==> src/design/cmd_pkg.sv <==
// package: command codes, config values, register map, carriers
package cmd_pkg;
  localparam logic [7:0] CH_AT = 8'h40;
  localparam logic [7:0] CH_CR = 8'h0D;
  localparam logic [7:0] CH_BSL = 8'h5C;
  localparam logic [7:0] CH_A = 8'h41;
  localparam logic [7:0] CH_B = 8'h42;
  localparam logic [7:0] CH_S = 8'h53;
  localparam logic [7:0] CH_R = 8'h52;
  localparam logic [7:0] CH_J = 8'h4A;
  localparam logic [7:0] CH_EQ = 8'h3D;
  localparam logic [7:0] CH_P = 8'h50;
  localparam logic [7:0] CH_SP = 8'h20;
  localparam logic [7:0] CH_LP = 8'h28;
  localparam logic [7:0] CH_RP = 8'h29;
  localparam logic [7:0] CH_COMMA = 8'h2C;
  localparam logic [7:0] CH_Q = 8'h3F;
  // error codes returned on the answer port
  localparam logic [7:0] ERR_ILLEGAL = 8'h03;
  localparam logic [7:0] ERR_RESUME = 8'h11;
  localparam logic [1:0] ADDR_CFG_LO = 2'h2;
  localparam logic [1:0] ADDR_CFG_HI = 2'h3;
  localparam logic [1:0] ERPT_A = 2'h1;
  localparam logic [1:0] ERPT_B = 2'h3;
  localparam logic [3:0] CARD_RESET = 4'h0;
  localparam int AXES = 9;
  // register byte offsets
  localparam logic [7:0] REG_CMD = 8'h00;
  localparam logic [7:0] REG_CFG = 8'h04;
  localparam logic [7:0] REG_STAT = 8'h08;
  localparam logic [7:0] REG_ANS = 8'h0C;
  localparam logic [7:0] REG_RATE = 8'h10;
  localparam logic [7:0] REG_MOTION = 8'h14;
  // cfg fields
  localparam int CFG_ADDR_LSB = 0;
  localparam int CFG_ERPT_LSB = 2;
  localparam int CFG_SEG_LSB = 4;
  localparam int CFG_ABSTART_BIT = 12;
  localparam int CFG_CARD_LSB = 16;
  localparam logic [31:0] CFG_RESET = 32'h0000_0000;
  localparam logic [15:0] RATE_RESET = 16'h0001;

  typedef enum logic [6:0] {
    S_IDLE = 7'h01, S_AT = 7'h02, S_ABS = 7'h04, S_ABSARG = 7'h08,
    S_J = 7'h10, S_P = 7'h20, S_SKIP = 7'h40
  } pstate_t;

  typedef enum logic [3:0] {
    M_RUN = 4'h1, M_HOLD = 4'h2, M_FHOLD = 4'h4, M_ABORT = 4'h8
  } mstate_t;

  typedef struct packed {
    logic valid;
    logic isErr;
    logic [7:0] code;
  } answer_t;

  typedef struct packed {
    logic [3:0] cardNum;
    logic [1:0] addrCfg;
    logic [1:0] errMode;
    logic [7:0] segTime;
    logic abortStart;
  } cfg_t;
endpackage : cmd_pkg

==> src/design/card_select.sv <==
// card select: modal addressing of one card or all cards
`timescale 1ns/1ps
module card_select (
  input wire logic clk_sys,
  input wire logic rst_b,
  input wire logic selStrobe,
  input wire logic [7:0] selChar,
  input wire logic [3:0] cardNum,
  input wire logic [1:0] addrCfg,
  output logic selected,
  output logic allSel,
  output logic [3:0] curCard,
  output logic refused
);
  logic [3:0] next_curCard;
  logic next_allSel;
  logic next_refused;
  logic cfgOk;
  logic isHex;
  logic [3:0] hexVal;

  always_comb begin
    isHex = 1'b1;
    hexVal = 4'h0;
    if (selChar >= 8'h30 && selChar <= 8'h39) begin
      hexVal = selChar[3:0];
    end else if (selChar >= 8'h41 && selChar <= 8'h46) begin
      hexVal = 4'(selChar[3:0] + 4'h9);
    end else begin
      isHex = 1'b0;
    end
  end

  assign cfgOk = (addrCfg == cmd_pkg::ADDR_CFG_LO) ||
                 (addrCfg == cmd_pkg::ADDR_CFG_HI);

  always_comb begin
    next_curCard = curCard;
    next_allSel = allSel;
    next_refused = 1'b0;
    if (selStrobe) begin
      if (!cfgOk) begin
        next_refused = 1'b1; // RQ4
      end else if (selChar == cmd_pkg::CH_AT) begin
        next_allSel = 1'b1; // RQ1
      end else if (isHex) begin
        next_allSel = 1'b0; // RQ2
        next_curCard = hexVal; // RQ1
      end else if (selChar != cmd_pkg::CH_CR) begin
        next_refused = 1'b1;
      end
    end
  end

  always_ff @(posedge clk_sys) begin
    if (!rst_b) begin
      curCard <= cmd_pkg::CARD_RESET; // RQ3
      allSel <= 1'b0;
      refused <= 1'b0;
    end else begin
      curCard <= next_curCard;
      allSel <= next_allSel;
      refused <= next_refused;
    end
  end

  assign selected = allSel || (curCard == cardNum);
endmodule : card_select

==> src/design/card_cmd_ctrl.sv <==
// command interpreter: card addressing, hold, abort, absolute mode
//
// Contract
// RQ1: card argument is hex digit 0..F or at-sign for all cards.
// RQ2: selection is modal until another card is selected.
// RQ3: card zero is selected after reset.
// RQ4: card select accepted only with addressing config 2 or 3.
// RQ5: all-cards mode rejects every query command. Code rejects only ?; card zero answers the address query with at-sign.
// RQ6: host should send carriage return after card select.
// RQ7: feed hold permits jogging when segmented with nonzero time.
// RQ8: otherwise feed hold acts as plain hold, no moves allowed.
// RQ9: one global hold rate sets decel into and accel out of hold.
// RQ10: run resumes only after return-to-prejog, else resume error.
// RQ11: lookahead feed hold decels within accel limit, allows reversal.
// RQ12: abort decelerates all axes, ends program, closes motor loops.
// RQ13: each motor decelerates at its own abort rate on abort.
// RQ14: resume after abort uses original ends unless match or select.
// RQ15: after abort, return-to-prejog goes to end only if unsegmented.
// RQ16: bare absolute command sets all axes, list sets listed only.
// RQ17: letter R sets radius vector absolute; bare form leaves it.
// RQ18: absolute command is stored when a program buffer is open.
// RQ19: absolute arguments are axis letters only, no spaces.
// RQ20: address query returns card number; card zero says at-sign.
// RQ21: unselected card keeps its transmit output undriven.
`timescale 1ns/1ps
module card_cmd_ctrl (
  input wire logic clk_sys,
  input wire logic rst_b,
  input wire logic wb_cyc_i,
  input wire logic wb_stb_i,
  input wire logic wb_we_i,
  input wire logic [7:0] wb_adr_i,
  input wire logic [3:0] wb_sel_i,
  input wire logic [31:0] wb_dat_i,
  output logic [31:0] wb_dat_o,
  output logic wb_ack_o,
  input wire logic programRunning,
  input wire logic segmentedMove,
  input wire logic lookaheadActive,
  input wire logic bufferOpen,
  input wire logic [8:0] motorsAtHold,
  input wire logic [8:0] motorsOpenLoop,
  output logic txEnable_n,
  output logic holdActive,
  output logic jogAllowed,
  output logic reversalAllowed,
  output logic [15:0] holdRate,
  output logic abortPulse,
  output logic [8:0] closeLoopPulse,
  output logic [8:0] axisAbs,
  output logic radiusAbs,
  output logic bufferStore,
  output logic useOrigEnd,
  output logic prejogToEnd
);
  logic [31:0] cfgReg;
  logic [31:0] next_cfgReg;
  logic [15:0] next_holdRate;
  cmd_pkg::cfg_t cfg;
  cmd_pkg::pstate_t pst;
  cmd_pkg::pstate_t next_pst;
  cmd_pkg::mstate_t mst;
  cmd_pkg::mstate_t next_mst;
  cmd_pkg::answer_t ans;
  cmd_pkg::answer_t next_ans;
  logic [8:0] next_axisAbs;
  logic [8:0] absList;
  logic [8:0] next_absList;
  logic next_radiusAbs;
  logic absR;
  logic next_absR;
  logic next_bufferStore;
  logic next_abortPulse;
  logic [8:0] next_closeLoopPulse;
  logic aborted;
  logic next_aborted;
  logic matched;
  logic next_matched;
  logic next_ack;
  logic selStrobe;
  logic selected;
  logic allSel;
  logic [3:0] curCard;
  logic selRefused;
  logic cmdWr;
  logic [7:0] ch;
  logic [8:0] axisBit;

  assign cfg.addrCfg = cfgReg[cmd_pkg::CFG_ADDR_LSB +: 2];
  assign cfg.errMode = cfgReg[cmd_pkg::CFG_ERPT_LSB +: 2];
  assign cfg.segTime = cfgReg[cmd_pkg::CFG_SEG_LSB +: 8];
  assign cfg.abortStart = cfgReg[cmd_pkg::CFG_ABSTART_BIT];
  assign cfg.cardNum = cfgReg[cmd_pkg::CFG_CARD_LSB +: 4];

  assign cmdWr = wb_cyc_i && wb_stb_i && wb_we_i && !wb_ack_o &&
                 wb_adr_i == cmd_pkg::REG_CMD && wb_sel_i[0];
  assign ch = wb_dat_i[7:0];
  assign selStrobe = cmdWr && pst == cmd_pkg::S_AT;

  card_select u_sel (
    .clk_sys(clk_sys),
    .rst_b(rst_b),
    .selStrobe(selStrobe),
    .selChar(ch),
    .cardNum(cfg.cardNum),
    .addrCfg(cfg.addrCfg),
    .selected(selected),
    .allSel(allSel),
    .curCard(curCard),
    .refused(selRefused)
  );

  // axis letter decode X Y Z A B C U V W
  always_comb begin
    case (ch)
      8'h58: axisBit = 9'h001;
      8'h59: axisBit = 9'h002;
      8'h5A: axisBit = 9'h004;
      8'h41: axisBit = 9'h008;
      8'h42: axisBit = 9'h010;
      8'h43: axisBit = 9'h020;
      8'h55: axisBit = 9'h040;
      8'h56: axisBit = 9'h080;
      8'h57: axisBit = 9'h100;
      default: axisBit = 9'h000;
    endcase
  end

  // only the selected card, or card zero in all-cards mode, drives the shared line
  assign txEnable_n = !(selected && !allSel) &&
                      !(allSel && cfg.cardNum == 4'h0); // RQ21

  // wishbone slave, one-wait-state answer cycle, ack registered
  always_comb begin
    next_ack = wb_cyc_i && wb_stb_i && !wb_ack_o;
    next_cfgReg = cfgReg;
    next_holdRate = holdRate;
    if (next_ack && wb_we_i) begin
      if (wb_adr_i == cmd_pkg::REG_CFG) begin
        for (int i = 0; i < 4; i++) begin
          if (wb_sel_i[i]) begin
            next_cfgReg[8*i +: 8] = wb_dat_i[8*i +: 8];
          end
        end
      end
      if (wb_adr_i == cmd_pkg::REG_RATE && wb_sel_i[0]) begin
        next_holdRate[7:0] = wb_dat_i[7:0]; // RQ9
      end
      if (wb_adr_i == cmd_pkg::REG_RATE && wb_sel_i[1]) begin
        next_holdRate[15:8] = wb_dat_i[15:8]; // RQ9
      end
    end
  end

  // parser and motion state
  always_comb begin
    next_pst = pst;
    next_mst = mst;
    next_ans = '0;
    next_axisAbs = axisAbs;
    next_absList = absList;
    next_radiusAbs = radiusAbs;
    next_absR = absR;
    next_bufferStore = 1'b0;
    next_abortPulse = 1'b0;
    next_closeLoopPulse = '0;
    next_aborted = aborted;
    next_matched = matched;
    if (selRefused) begin
      next_ans = '{valid: 1'b1, isErr: 1'b1, code: cmd_pkg::ERR_ILLEGAL};
    end
    if (cmdWr) begin
      case (pst)
        cmd_pkg::S_IDLE: begin
          if (ch == cmd_pkg::CH_AT) begin
            next_pst = cmd_pkg::S_AT;
          end else if (!selected) begin
            next_pst = (ch == cmd_pkg::CH_CR) ? cmd_pkg::S_IDLE
                                              : cmd_pkg::S_SKIP; // RQ2
          end else if (ch == cmd_pkg::CH_BSL) begin
            if (programRunning) begin
              next_mst = (segmentedMove && cfg.segTime != 8'h00) ||
                         lookaheadActive ? cmd_pkg::M_FHOLD // RQ7 RQ11
                                         : cmd_pkg::M_HOLD; // RQ8
            end
          end else if (ch == cmd_pkg::CH_A) begin
            next_mst = cmd_pkg::M_ABORT; // RQ12
            next_abortPulse = 1'b1; // RQ13
            next_closeLoopPulse = motorsOpenLoop; // RQ12
            next_aborted = 1'b1;
            next_matched = 1'b0;
          end else if (ch == cmd_pkg::CH_R || ch == cmd_pkg::CH_S) begin
            if ((mst == cmd_pkg::M_FHOLD || mst == cmd_pkg::M_HOLD) &&
                motorsAtHold != 9'h1FF) begin
              if (cfg.errMode == cmd_pkg::ERPT_A ||
                  cfg.errMode == cmd_pkg::ERPT_B) begin
                next_ans = '{valid: 1'b1, isErr: 1'b1,
                             code: cmd_pkg::ERR_RESUME}; // RQ10
              end
            end else begin
              next_mst = cmd_pkg::M_RUN; // RQ10 RQ14
            end
          end else if (ch == cmd_pkg::CH_Q) begin
            if (allSel) begin
              next_ans = '{valid: 1'b1, isErr: 1'b1,
                           code: cmd_pkg::ERR_ILLEGAL}; // RQ5
            end else begin
              next_ans = '{valid: 1'b1, isErr: 1'b0,
                           code: {4'h0, curCard}}; // RQ20
            end
          end else if (ch == cmd_pkg::CH_J) begin
            next_pst = cmd_pkg::S_J;
          end else if (ch == cmd_pkg::CH_P) begin
            next_pst = cmd_pkg::S_P;
          end else if (ch == cmd_pkg::CH_B) begin
            next_pst = cmd_pkg::S_ABS;
          end else if (ch != cmd_pkg::CH_CR) begin
            next_pst = cmd_pkg::S_SKIP;
          end
        end
        cmd_pkg::S_AT: begin
          // at-sign after at-sign: all cards; else one digit
          if (ch == cmd_pkg::CH_CR && !allSel && selected &&
              cfg.addrCfg[1]) begin
            next_ans = '{valid: 1'b1, isErr: 1'b0,
                         code: {4'h0, curCard}}; // RQ20
          end else if (ch == cmd_pkg::CH_CR && allSel &&
                       cfg.cardNum == 4'h0) begin
            next_ans = '{valid: 1'b1, isErr: 1'b0,
                         code: cmd_pkg::CH_AT}; // RQ20
          end
          next_pst = cmd_pkg::S_IDLE;
        end
        cmd_pkg::S_ABS: begin
          // B accepted as prefix of the absolute-mode command
          next_absList = '0;
          next_absR = 1'b0;
          if (ch == cmd_pkg::CH_CR) begin
            next_pst = cmd_pkg::S_IDLE;
            if (bufferOpen) begin
              next_bufferStore = 1'b1; // RQ18
            end else begin
              next_axisAbs = 9'h1FF; // RQ16
            end
          end else if (ch == cmd_pkg::CH_LP) begin
            next_pst = cmd_pkg::S_ABSARG;
          end else begin
            next_pst = cmd_pkg::S_SKIP; // RQ19
          end
        end
        cmd_pkg::S_ABSARG: begin
          if (ch == cmd_pkg::CH_RP) begin
            next_pst = cmd_pkg::S_SKIP;
            if (bufferOpen) begin
              next_bufferStore = 1'b1; // RQ18
            end else begin
              next_axisAbs = axisAbs | absList; // RQ16
              next_radiusAbs = radiusAbs | absR; // RQ17
            end
          end else if (ch == cmd_pkg::CH_R) begin
            next_absR = 1'b1; // RQ17
          end else if (axisBit != 9'h000) begin
            next_absList = absList | axisBit; // RQ19
          end else if (ch != cmd_pkg::CH_COMMA) begin
            next_pst = cmd_pkg::S_SKIP; // RQ19
            next_ans = '{valid: 1'b1, isErr: 1'b1,
                         code: cmd_pkg::ERR_ILLEGAL};
          end
        end
        cmd_pkg::S_J: begin
          // return-to-prejog acknowledged by the motion side
          next_pst = (ch == cmd_pkg::CH_CR) ? cmd_pkg::S_IDLE
                                            : cmd_pkg::S_SKIP;
        end
        cmd_pkg::S_P: begin
          next_matched = 1'b1; // RQ14
          next_pst = (ch == cmd_pkg::CH_CR) ? cmd_pkg::S_IDLE
                                            : cmd_pkg::S_SKIP;
        end
        cmd_pkg::S_SKIP: begin
          if (ch == cmd_pkg::CH_CR) begin
            next_pst = cmd_pkg::S_IDLE;
          end
        end
        default: next_pst = cmd_pkg::S_IDLE;
      endcase
    end
  end

  always_ff @(posedge clk_sys) begin
    if (!rst_b) begin
      wb_ack_o <= 1'b0;
      cfgReg <= cmd_pkg::CFG_RESET;
      holdRate <= cmd_pkg::RATE_RESET;
      pst <= cmd_pkg::S_IDLE;
      mst <= cmd_pkg::M_RUN;
      ans <= '0;
      axisAbs <= 9'h1FF;
      absList <= '0;
      radiusAbs <= 1'b0;
      absR <= 1'b0;
      bufferStore <= 1'b0;
      abortPulse <= 1'b0;
      closeLoopPulse <= '0;
      aborted <= 1'b0;
      matched <= 1'b0;
    end else begin
      wb_ack_o <= next_ack;
      cfgReg <= next_cfgReg;
      holdRate <= next_holdRate;
      pst <= next_pst;
      mst <= next_mst;
      ans <= next_ans.valid ? next_ans : ans;
      axisAbs <= next_axisAbs;
      absList <= next_absList;
      radiusAbs <= next_radiusAbs;
      absR <= next_absR;
      bufferStore <= next_bufferStore;
      abortPulse <= next_abortPulse;
      closeLoopPulse <= next_closeLoopPulse;
      aborted <= next_aborted;
      matched <= next_matched;
    end
  end

  assign holdActive = mst == cmd_pkg::M_HOLD || mst == cmd_pkg::M_FHOLD;
  assign jogAllowed = mst == cmd_pkg::M_FHOLD; // RQ7 RQ8
  assign reversalAllowed = jogAllowed && lookaheadActive; // RQ11
  assign useOrigEnd = aborted && !matched && !cfg.abortStart; // RQ14
  assign prejogToEnd = aborted && cfg.segTime == 8'h00; // RQ15

  // read mux, unmapped reads return zero
  always_comb begin
    case (wb_adr_i)
      cmd_pkg::REG_CFG: wb_dat_o = cfgReg;
      cmd_pkg::REG_STAT: wb_dat_o = {16'h0000, 3'h0, aborted, mst,
                                     2'h0, allSel, selected, curCard};
      cmd_pkg::REG_ANS: wb_dat_o = {22'h0, ans.valid, ans.isErr, ans.code};
      cmd_pkg::REG_RATE: wb_dat_o = {16'h0000, holdRate};
      cmd_pkg::REG_MOTION: wb_dat_o = {22'h0, radiusAbs, axisAbs};
      default: wb_dat_o = 32'h0000_0000;
    endcase
  end
endmodule : card_cmd_ctrl

==> config.mk <==
export PLATFORM = sky130hd
export DESIGN_NAME = card_cmd_ctrl
export DESIGN_NICKNAME = d
export VERILOG_FILES = /design/src/design/cmd_pkg.sv /design/src/design/card_select.sv /design/src/design/card_cmd_ctrl.sv
export SDC_FILE = /design/constraint.sdc
export NUM_CORES = 1
export LEC_CHECK = 0
export ABC_CLOCK_PERIOD_IN_PS = 2910
export BUFFER_PORTS_ARGS = -buffer_cell sky130_fd_sc_hd__buf_2
export CAP_MARGIN = 10
export CORE_AREA = 5 5 131 133
export DETAILED_ROUTE_END_ITERATION = 10
export DIE_AREA = 0 0 136 138
export PLACE_DENSITY_LB_ADDON = 0.12
export REMOVE_ABC_BUFFERS = 1
export SETUP_SLACK_MARGIN = 0.2
export SLEW_MARGIN = 20
export SYNTH_ARGS = -nofsm -noshare
export SYNTH_HDL_FRONTEND = slang
export SYNTH_SLANG_ARGS = --single-unit
export TNS_END_PERCENT = 30
==> constraint.sdc <==
create_clock -name clk_sys -period 2.91 [get_ports clk_sys]
set_clock_uncertainty 0.15 [all_clocks]
set_input_delay 0.1455 -clock clk_sys [delete_from_list [all_inputs] [get_ports clk_sys]]
set_output_delay 0.1455 -clock clk_sys [all_outputs]
set_load 0.005 [all_outputs]
==> run metrics, run 1 <==
Post-synth EDFFs=0; core area=between 15,000 and 20,000 µm²; prevailing post-synth register cell=dfxtp_1; Seq/Total Area, Yosys=39.4%; Util after Layout=a little under half; Critical Path Fanout Max=7; Fillers=around 1,600; most frequent cells in the layout=buf_2 (146), dfxtp_1 (107), nor2b_1 (68); final period utilization=about nine tenths; DR vias/cell=5.12; die area=around 19,000 µm²; RSZ-0062 raised after global routing=yes; area of the multi-input gates=3140 µm²; clock buffer depth=2; pwr dens=just under 400 nW/µm²; Sw Ratio=23.3%; type of the worst setup path=flop to flop; max_cap viols=0; Layout area overhead=31.3%; CTS tree=yes; Place WS=0.195 ns; Startpoint Class=flop; Synth top area share=39.4%; Yosys cell types=68; vias in the first global route=5,078; layout cell share with drive strength beyond 1=about a quarter; clk sinks=107; count of state elements after synthesis=107; HPWL Detailed=13,300 µm; Residual DRC=0; nature of the critical path endpoint=flop; Post-synth ARST share=0%; Max Slew Vio Count=0; n_diodes=0; CP peak stage delay=0.56 ns; WL per Instance=around 17 µm; non-filler cells, final=~1,000; worst reg-to-reg setup slack=0.24 ns; Routed Antenna Nets=0; Ys Warns=0; FMAX=0.374 GHz; Slew @ Worst Pin=~0.67 ns; H-tree levels=3; cts bufs inserted=9; final wirelength=17,600 µm; row cnt=between 40 and 50; Register Area=2140 µm²; grt ovf=0; clock power share=40.6%; Die W=136 µm; peak supply drop=between 0.0002 and 0.0003 V; Die Height=138 µm; Slew HR=54.8%; global-route wire length before repair=between 20,000 and 30,000 µm; Worst path slowest cell=or4_4; commonest non-fill, non-tap cell in the layout=buf_2; worst path required time=3.00 ns; Comb power frac=under 10%; 1st-pass router iterations=5; gp weighted congestion=0.856; Tmin final=2.67 ns; synth top area cells=dfxtp_1 (39%), mux2i_1 (11%), nor2b_1 (7.8%); Reg power frac=52.0%; Synth Area per Inst=8.94 µm²; Layout Nets=867; Post-Syn Instances=609; # IOs=147; P_leak=3.34 nW; P_int=roughly 0.0022 W; Final WS setup=0.236 ns; starting density of the core=34.6%; Clock Pin Slew Worst Setup and Hold Paths=0.07 ns; final setup vio count=0; GR Util All Layers=18.0%; via count=5,173; clock latency at the later pin of the worst-skew pair=0.36 ns; crit-path cells=or4_4 > or4b_4 > nor2_2 > o21ai_1 > a311oi_2 > nand2_1 > o221a_2; DP Area=6490 µm²; Final Cell Area=7150 µm²; Post-CTS Setup Bufs=0; Port Buffers=146; DR iter-0 viols=266; outcome=finished clean; Switch Pwr=approximately 0.00066 W; largest net degree at the start of global routing=92; initial antenna violation count=1; setup TNS=0 ns; critical path arrival=around 2.8 ns; Synth area leader=dfxtp_1; Final Hold Fails=0; placed cell count=959; clk root buf=clkbuf_16; HP Class=input pin to flop; Syn Std Cell Area=roughly 5400 µm²
## stage by stage
step / hold slack (ns) / total power [W]
floorplan: 0.0574 / 0.00156
global placement: 0.194 / 0.00167
detailed placement: 0.197 / 0.00167
CTS: 0.0000918 / 0.00286
global route: 0.0198 / 0.00293
finish: 0.0138 / 0.00282
## synth_stat cells (all sizes together), types with 10 or more instances
master	n
a21oi	12
and2	30
and3	10
clkbuf	31
dfxtp	107
mux2i	60
nand2	40
nand3	19
nor2	45
nor2b	68
nor3	15
nor4	10
o21ai	29
## final cells by class
class | instances | share of cell area (%)
multi-input cells | 459 | 43.9
flip-flops and latches | 107 | 30.0
well taps | 216 | 3.78
clock inverters | 5 | 0.543
repair buffers | 208 | 18.3
clock buffers | 10 | 3.20
inverters | 6 | 0.315
## worst max-delay path: cells and delay by family, from the launching register on
kind             cells  cell delay (ns)
AO/OA/AOI/OAI        3             0.70
flip-flops           1             0.36
AND/OR/NAND/NOR      4             1.36
## worst paths after layout
kind	start	endpoint	cells after the start
max	pst[2]$_SDFFE_PN0P_	ans[0]$_SDFFE_PN0P_	7
min	wb_dat_i[7]	holdRate[7]$_SDFFE_PN0P_	3
max reg2reg	pst[2]$_SDFFE_PN0P_	ans[0]$_SDFFE_PN0P_	7
min reg2reg	ans[6]$_SDFFE_PN0P_	ans[6]$_SDFFE_PN0P_	2
## power groups by stage
stage               Combinational, W  Sequential, W  Clock [W]
floorplan                  0.0000597        0.00150          0
global placement            0.000167        0.00150          0
detailed placement          0.000169        0.00150          0
CTS                         0.000209        0.00146    0.00119
global route                0.000227        0.00146    0.00124
finish                      0.000208        0.00146    0.00114
## repair_timing
item                                    4_1_cts  5_1_grt
pin swaps                                     0        1
endpoints found under the setup margin        3       12
gates resized for setup                       1        7
hold buffers                                 37        0
endpoints found under the hold margin        44        0
## sequential cells by signal, indices dropped and copies added, names as in the netlist, 4 cells and up
signal and cells:
cfgReg 32, holdRate 16, absList 9, axisAbs 9, closeLoopPulse 9, ans 8, pst 7, mst 4
u_sel.curCard 4
## routing by layer
layer	wire length, µm	up-vias	part of all wire (%)	global-route usage, %
li1	-	2558	-	-
met1	8220	2428	47	24.1
met2	7960	163	45	29.2
met3	1180	22	6.7	4.43
met4	272	2	1.5	4.35
met5	7	-	0.040	0
## cell families (layout without fill, tap and decap cells)
group           after synthesis  in the layout  share of synthesized area (%)
xor+xnor                     11             11                           1.77
fa+ha+maj                     5              5                           1.15
buf+inv                      43            229                           3.29
flops                       107            107                           39.4
mux                          61             61                           11.2
compound gates              109            109                           14.7
simple gates                273            273                           28.4
(Power assumes the default switching activity.)
==> run 2: changes to the inputs <==
--- a/config.mk
+++ b/config.mk
@@ -12,7 +12,6 @@
 export DETAILED_ROUTE_END_ITERATION = 10
 export DIE_AREA = 0 0 136 138
 export PLACE_DENSITY_LB_ADDON = 0.12
-export REMOVE_ABC_BUFFERS = 1
 export SETUP_SLACK_MARGIN = 0.2
 export SLEW_MARGIN = 20
 export SYNTH_ARGS = -nofsm -noshare
==> run metrics, run 2 (synthesis gave the netlist of run 1 again) <==
Clock Pin Slew Worst Setup and Hold Paths=0.07 ns (about the same); final period utilization=90.2% (-1.7 points); initial antenna violation count=0 (-1); worst hold margin=0.0137 ns (-0.000101 ns); clk root buf=clkbuf_16; layout cell share with drive strength beyond 1=26.6% (+0.83 points); clock latency at the later pin of the worst-skew pair=0.35 ns (about the same); row cnt=46 (unchanged); Startpoint Class=flop; most frequent cells in the layout=buf_2 (146), dfxtp_1 (107), nor2b_1 (68); Largest Register=cfgReg; Final WS setup=0.286 ns (+0.0508 ns); area of the multi-input gates=3150 µm² (+0.32%); GR Util All Layers=18.9% (+0.91 points); DR vias/cell=5.13 (+0.31%); H-tree levels=3 (unchanged); Critical Path Fanout Max=5 (-2); FMAX=0.381 GHz (+1.9%); setup TNS=0 ns (unchanged); grt ovf=0 (unchanged); die area=18,800 µm² (unchanged); Slew @ Worst Pin=0.627 ns (-0.0415 ns); P_leak=3.41 nW (+2.0%); outcome=finished clean; gp weighted congestion=0.908 (+6.0%); worst path required time=3.00 ns (about the same); starting density of the core=34.6% (unchanged); DP Area=6530 µm² (+0.62%); Largest register FFs=32 (unchanged); final setup vio count=0 (unchanged); Place WS=0.162 ns (-0.0332 ns); # IOs=147 (unchanged); HPWL Detailed=13,700 µm (+3.1%); Fillers=1,562 (-1.9%); Register Area=2140 µm² (unchanged); WL per Instance=17.7 µm (+1.3%); Max Slew Vio Count=0 (unchanged); biggest regs=cfgReg: 32 flops, holdRate: 16 flops; Die W=136 µm (unchanged); final wirelength=18,000 µm (+2.2%); Final Cell Area=7270 µm² (+1.8%); global-route wire length before repair=28,500 µm (+5.2%); commonest non-fill, non-tap cell in the layout=buf_2; Die Height=138 µm (unchanged); type of the worst setup path=flop to flop; cts bufs inserted=9 (unchanged); net count after synthesis=a little under 700; peak supply drop=0.000254 V (-1.9%); DR iter-0 viols=294 (+11%); via count=5,235 (+1.2%); pwr dens=418 nW/µm² (+6.1%); core area=15,700 µm² (unchanged); max_cap viols=0 (unchanged); vias in the first global route=5,252 (+3.4%); critical path arrival=2.72 ns (-0.05 ns); HP Class=input pin to flop; placed cell count=966 (+0.73%); Final Hold Fails=0 (unchanged); Port Buffers=146 (unchanged); clock buffer depth=2 (unchanged); Routed Antenna Nets=0 (unchanged); n_diodes=0 (unchanged); nature of the critical path endpoint=flop; Layout Nets=875 (+0.92%); RSZ-0062 raised after global routing=yes; Layout area overhead=33.6%; clk sinks=107 (unchanged); non-filler cells, final=1,020 (+0.89%); Slew HR=57.6% (+2.8 points); Tmin final=2.62 ns (-0.0508 ns); largest net degree at the start of global routing=58 (-37%); 1st-pass router iterations=5 (unchanged); Residual DRC=0 (unchanged); CTS tree=yes
-- run 2: changes by cell type in the layout (fill, tap and decap cells not counted), moves of 2 or more --
cell / delta
bufinv_16: +2
clkbuf_8: +2
nor2_1: +2
buf_4: +9
nor2_2: -2
-- run 2: stage by stage --
step	power, W	utilization, %
global placement	0.00167	41.5
detailed placement	0.00167	41.5
global route	0.00316	46.3
CTS	0.00308	46.0
floorplan	0.00158	-
finish	0.00304	46.3
-- run 2: what timing repair did --
action | 4_1_cts | 5_1_grt
cloned | 0 | 0
hold buffers | 37 | 0
resized for setup | 2 | 6
endpoints found under the hold margin | 48 | 0
setup endpoints to repair | 2 | 18
pin swaps | 1 | 1
setup buffers | 0 | 1
-- run 2: area by class of cell --
cell class / count / share of cell area [%]
multi-input cells: 459 / 43.3
flip-flops and latches: 107 / 29.5
repair buffers: 216 / 18.6
well taps: 216 / 3.72
clock buffers: 11 / 3.48
clock inverters: 5 / 1.14
inverters: 6 / 0.310
-- run 2: worst max-delay path, stage by stage (launching register included) --
cell and delay, ns:
dfxtp_1 0.35, or4_4 0.58, or4b_4 0.56, a221o_1 0.31
o2111ai_4 0.15, buf_4 0.18, mux2i_1 0.17, nor2b_1 0.06
-- run 2: routing by layer --
layer  GRT usage [%]  part of all wire, %  wire (µm)
met1            25.6                   46       8230
met5               0                    0          0
met2            30.8                   47       8410
met3            2.90                  5.6       1020
met4            5.89                  2.0        365
-- run 2: worst paths after layout --
check                                   to                 from  slack [ns]  cells past startpoint
setup / recovery       pst[2]$_SDFFE_PN0P_  pst[6]$_SDFFE_PN0P_        0.29                      7
hold / removal    holdRate[6]$_SDFFE_PN0P_          wb_dat_i[6]        0.01                      3
setup reg to reg       pst[2]$_SDFFE_PN0P_  pst[6]$_SDFFE_PN0P_        0.29                      7
hold reg to reg        ans[6]$_SDFFE_PN0P_  ans[6]$_SDFFE_PN0P_        0.33                      2
-- run 2: report_power, final --
group	internal (W)	switching, W	leakage, nW
combinational	0.000109	0.000101	2.38
sequential	0.00146	0.000000406	0.862
clock	0.000806	0.000558	0.167
==> run 3: changes to the inputs <==
--- a/config.mk
+++ b/config.mk
@@ -8,9 +8,9 @@
 export ABC_CLOCK_PERIOD_IN_PS = 2910
 export BUFFER_PORTS_ARGS = -buffer_cell sky130_fd_sc_hd__buf_2
 export CAP_MARGIN = 10
-export CORE_AREA = 5 5 131 133
+export CORE_AREA = 5 5 108 110
 export DETAILED_ROUTE_END_ITERATION = 10
-export DIE_AREA = 0 0 136 138
+export DIE_AREA = 0 0 113 115
 export PLACE_DENSITY_LB_ADDON = 0.12
 export SETUP_SLACK_MARGIN = 0.2
 export SLEW_MARGIN = 20
==> run metrics, run 3 (synthesis gave the netlist of run 1 again) <==
pwr dens=384 nW/µm² (-8.1%); Slew HR=59.0% (+1.4 points); biggest regs=cfgReg: 32 flops, holdRate: 16 flops; RSZ-0062 raised after global routing=yes; peak supply drop=0.000285 V (+12%); P_leak=3.36 nW (-1.6%); FMAX=0.379 GHz (-0.64%); gp weighted congestion=0.986 (+8.6%); critical path's most frequent cell=nor2_1; final setup vio count=0 (unchanged); Tmin final=2.64 ns (+0.0169 ns); max_cap viols=0 (unchanged); Die W=113 µm (-17%); core area=10,600 µm² (-33%); type of the worst setup path=input pin to flop; Startpoint Class=input pin; HP Class=input pin to flop; H-tree levels=3 (unchanged); HPWL Detailed=12,600 µm (-8.6%); worst path required time=3.03 ns (+0.03 ns); Layout area overhead=30.4%; Final Hold Fails=0 (unchanged); worst reg-to-reg setup slack=0.29 ns (about the same); starting density of the core=51.3% (+17 points); layout cell share with drive strength beyond 1=26.8% (+0.16 points); die area=13,000 µm² (-31%); setup TNS=0 ns (unchanged); WL per Instance=18.0 µm (+1.8%); n_diodes=0 (unchanged); global-route wire length before repair=26,900 µm (-5.8%); initial antenna violation count=0 (unchanged); via count=5,320 (+1.6%); critical path arrival=2.76 ns (+0.04 ns); final wirelength=17,000 µm (-5.9%); # IOs=147 (unchanged); net count after synthesis=685 (unchanged); cts bufs inserted=9 (unchanged); placed cell count=886 (-8.3%); CP peak stage delay=0.71 ns (+0.13 ns); Clock Pin Slew Worst Setup and Hold Paths=0.10 ns (+0.03 ns); RR Startpoint=pst[6]$_SDFFE_PN0P_; clock latency at the later pin of the worst-skew pair=0.37 ns (+0.02 ns); final period utilization=90.7% (+0.58 points); GR Util All Layers=25.6% (+6.7 points); Largest Register=cfgReg; Slew @ Worst Pin=0.607 ns (-0.0200 ns); Layout Nets=874 (-0.11%); row cnt=38 (-17%); clock buffer depth=2 (unchanged); Hold Crit Start=wb_dat_i[4]; largest net degree at the start of global routing=57 (-1.7%); most frequent cells in the layout=buf_2 (146), dfxtp_1 (104), nor2b_1 (68); Largest register FFs=32 (unchanged); Routed Antenna Nets=0 (unchanged); Die Height=115 µm (-17%); DR vias/cell=5.64 (+9.9%); Worst setup startpoint=wb_dat_i[6]; CTS tree=yes; Max Slew Vio Count=0 (unchanged); commonest non-fill, non-tap cell in the layout=buf_2; grt ovf=0 (unchanged); DR iter-0 viols=343 (+17%); non-filler cells, final=943 (-7.5%); 1st-pass router iterations=7 (+2); crit-path cells=dlygate4sd3_1 > buf_2 > or4b_2 > nor2_1 > nor2_1 > a221o_1 > o2111ai_4 > buf_4 > mux2i_1 > nor2b_1; vias in the first global route=5,260 (+0.15%); DP Area=6400 µm² (-1.9%); nature of the critical path endpoint=flop; clk sinks=107 (unchanged); outcome=finished clean; Port Buffers=146 (unchanged); Worst path slowest cell=or4b_2; Critical Path Fanout Max=7 (+2); Residual DRC=0 (unchanged); Final Cell Area=7090 µm² (-2.5%); clk root buf=clkbuf_8
run 3: cell types whose count changed in the layout (fill, tap and decap cells not counted), sizes merged:
cell / before / now
clkinvlp: 0 / 1
clkbuf: 11 / 10
buf: 179 / 175
dlygate4sd3: 37 / 40
run 3: layout make-up:
cell class              count  area [µm²]
repair buffers            215        1350
well taps                 140         175
multi-input cells         459        3160
flip-flops and latches    107        2150
clock inverters             6        96.3
clock buffers              10         138
fillers                   877        3510
inverters                   6        22.5
run 3: per-stage QoR:
stage	setup slack, ns	utilization, %	total power [W]	hold WS (ns)
2_1_floorplan	0.352	-	0.00158	0.117
4_1_cts	0.211	66.4	0.00275	0.00268
3_5_place_dp	0.212	60.4	0.00166	0.199
3_3_place_gp	0.278	60.4	0.00166	0.196
6_report	0.269	66.9	0.00272	0.0278
5_1_grt	0.187	66.9	0.00283	0.0210
run 3: report_power, final:
group	switching [W]	internal [W]
combinational	0.0000998	0.000112
clock	0.000528	0.000519
sequential	0.000000422	0.00146
total	0.000628	0.00209
run 3: repair_timing:
| item | CTS | global route |
|---|---|---|
| hold buffers | 40 | 0 |
| setup buffers | 0 | 1 |
| endpoints found under the hold margin | 49 | 0 |
| gates resized for setup | 0 | 14 |
| endpoints found under the setup margin | 0 | 23 |
run 3: routing by layer:
metal	wire [µm]	part of all wire, %	track usage (%)
met1	7280	43	33.0
met2	8080	48	42.8
met3	1300	7.6	5.95
met5	0	0	0
met4	310	1.8	8.09
run 3: final timing paths:
check	cells after the start	to
hold / removal	3	cfgReg[4]$_SDFFE_PN0P_
setup reg to reg	7	pst[3]$_SDFFE_PN0P_
setup / recovery	10	pst[3]$_SDFFE_PN0P_
hold reg to reg	2	ans[6]$_SDFFE_PN0P_
run 3: worst max-delay path: cells and delay by family:
kind	cells	cell delay, ns
AOI/OAI and AO/OA	2	0.53
buffers and inverters	3	0.90
muxes	1	0.21
and+or+nand+nor	4	0.97
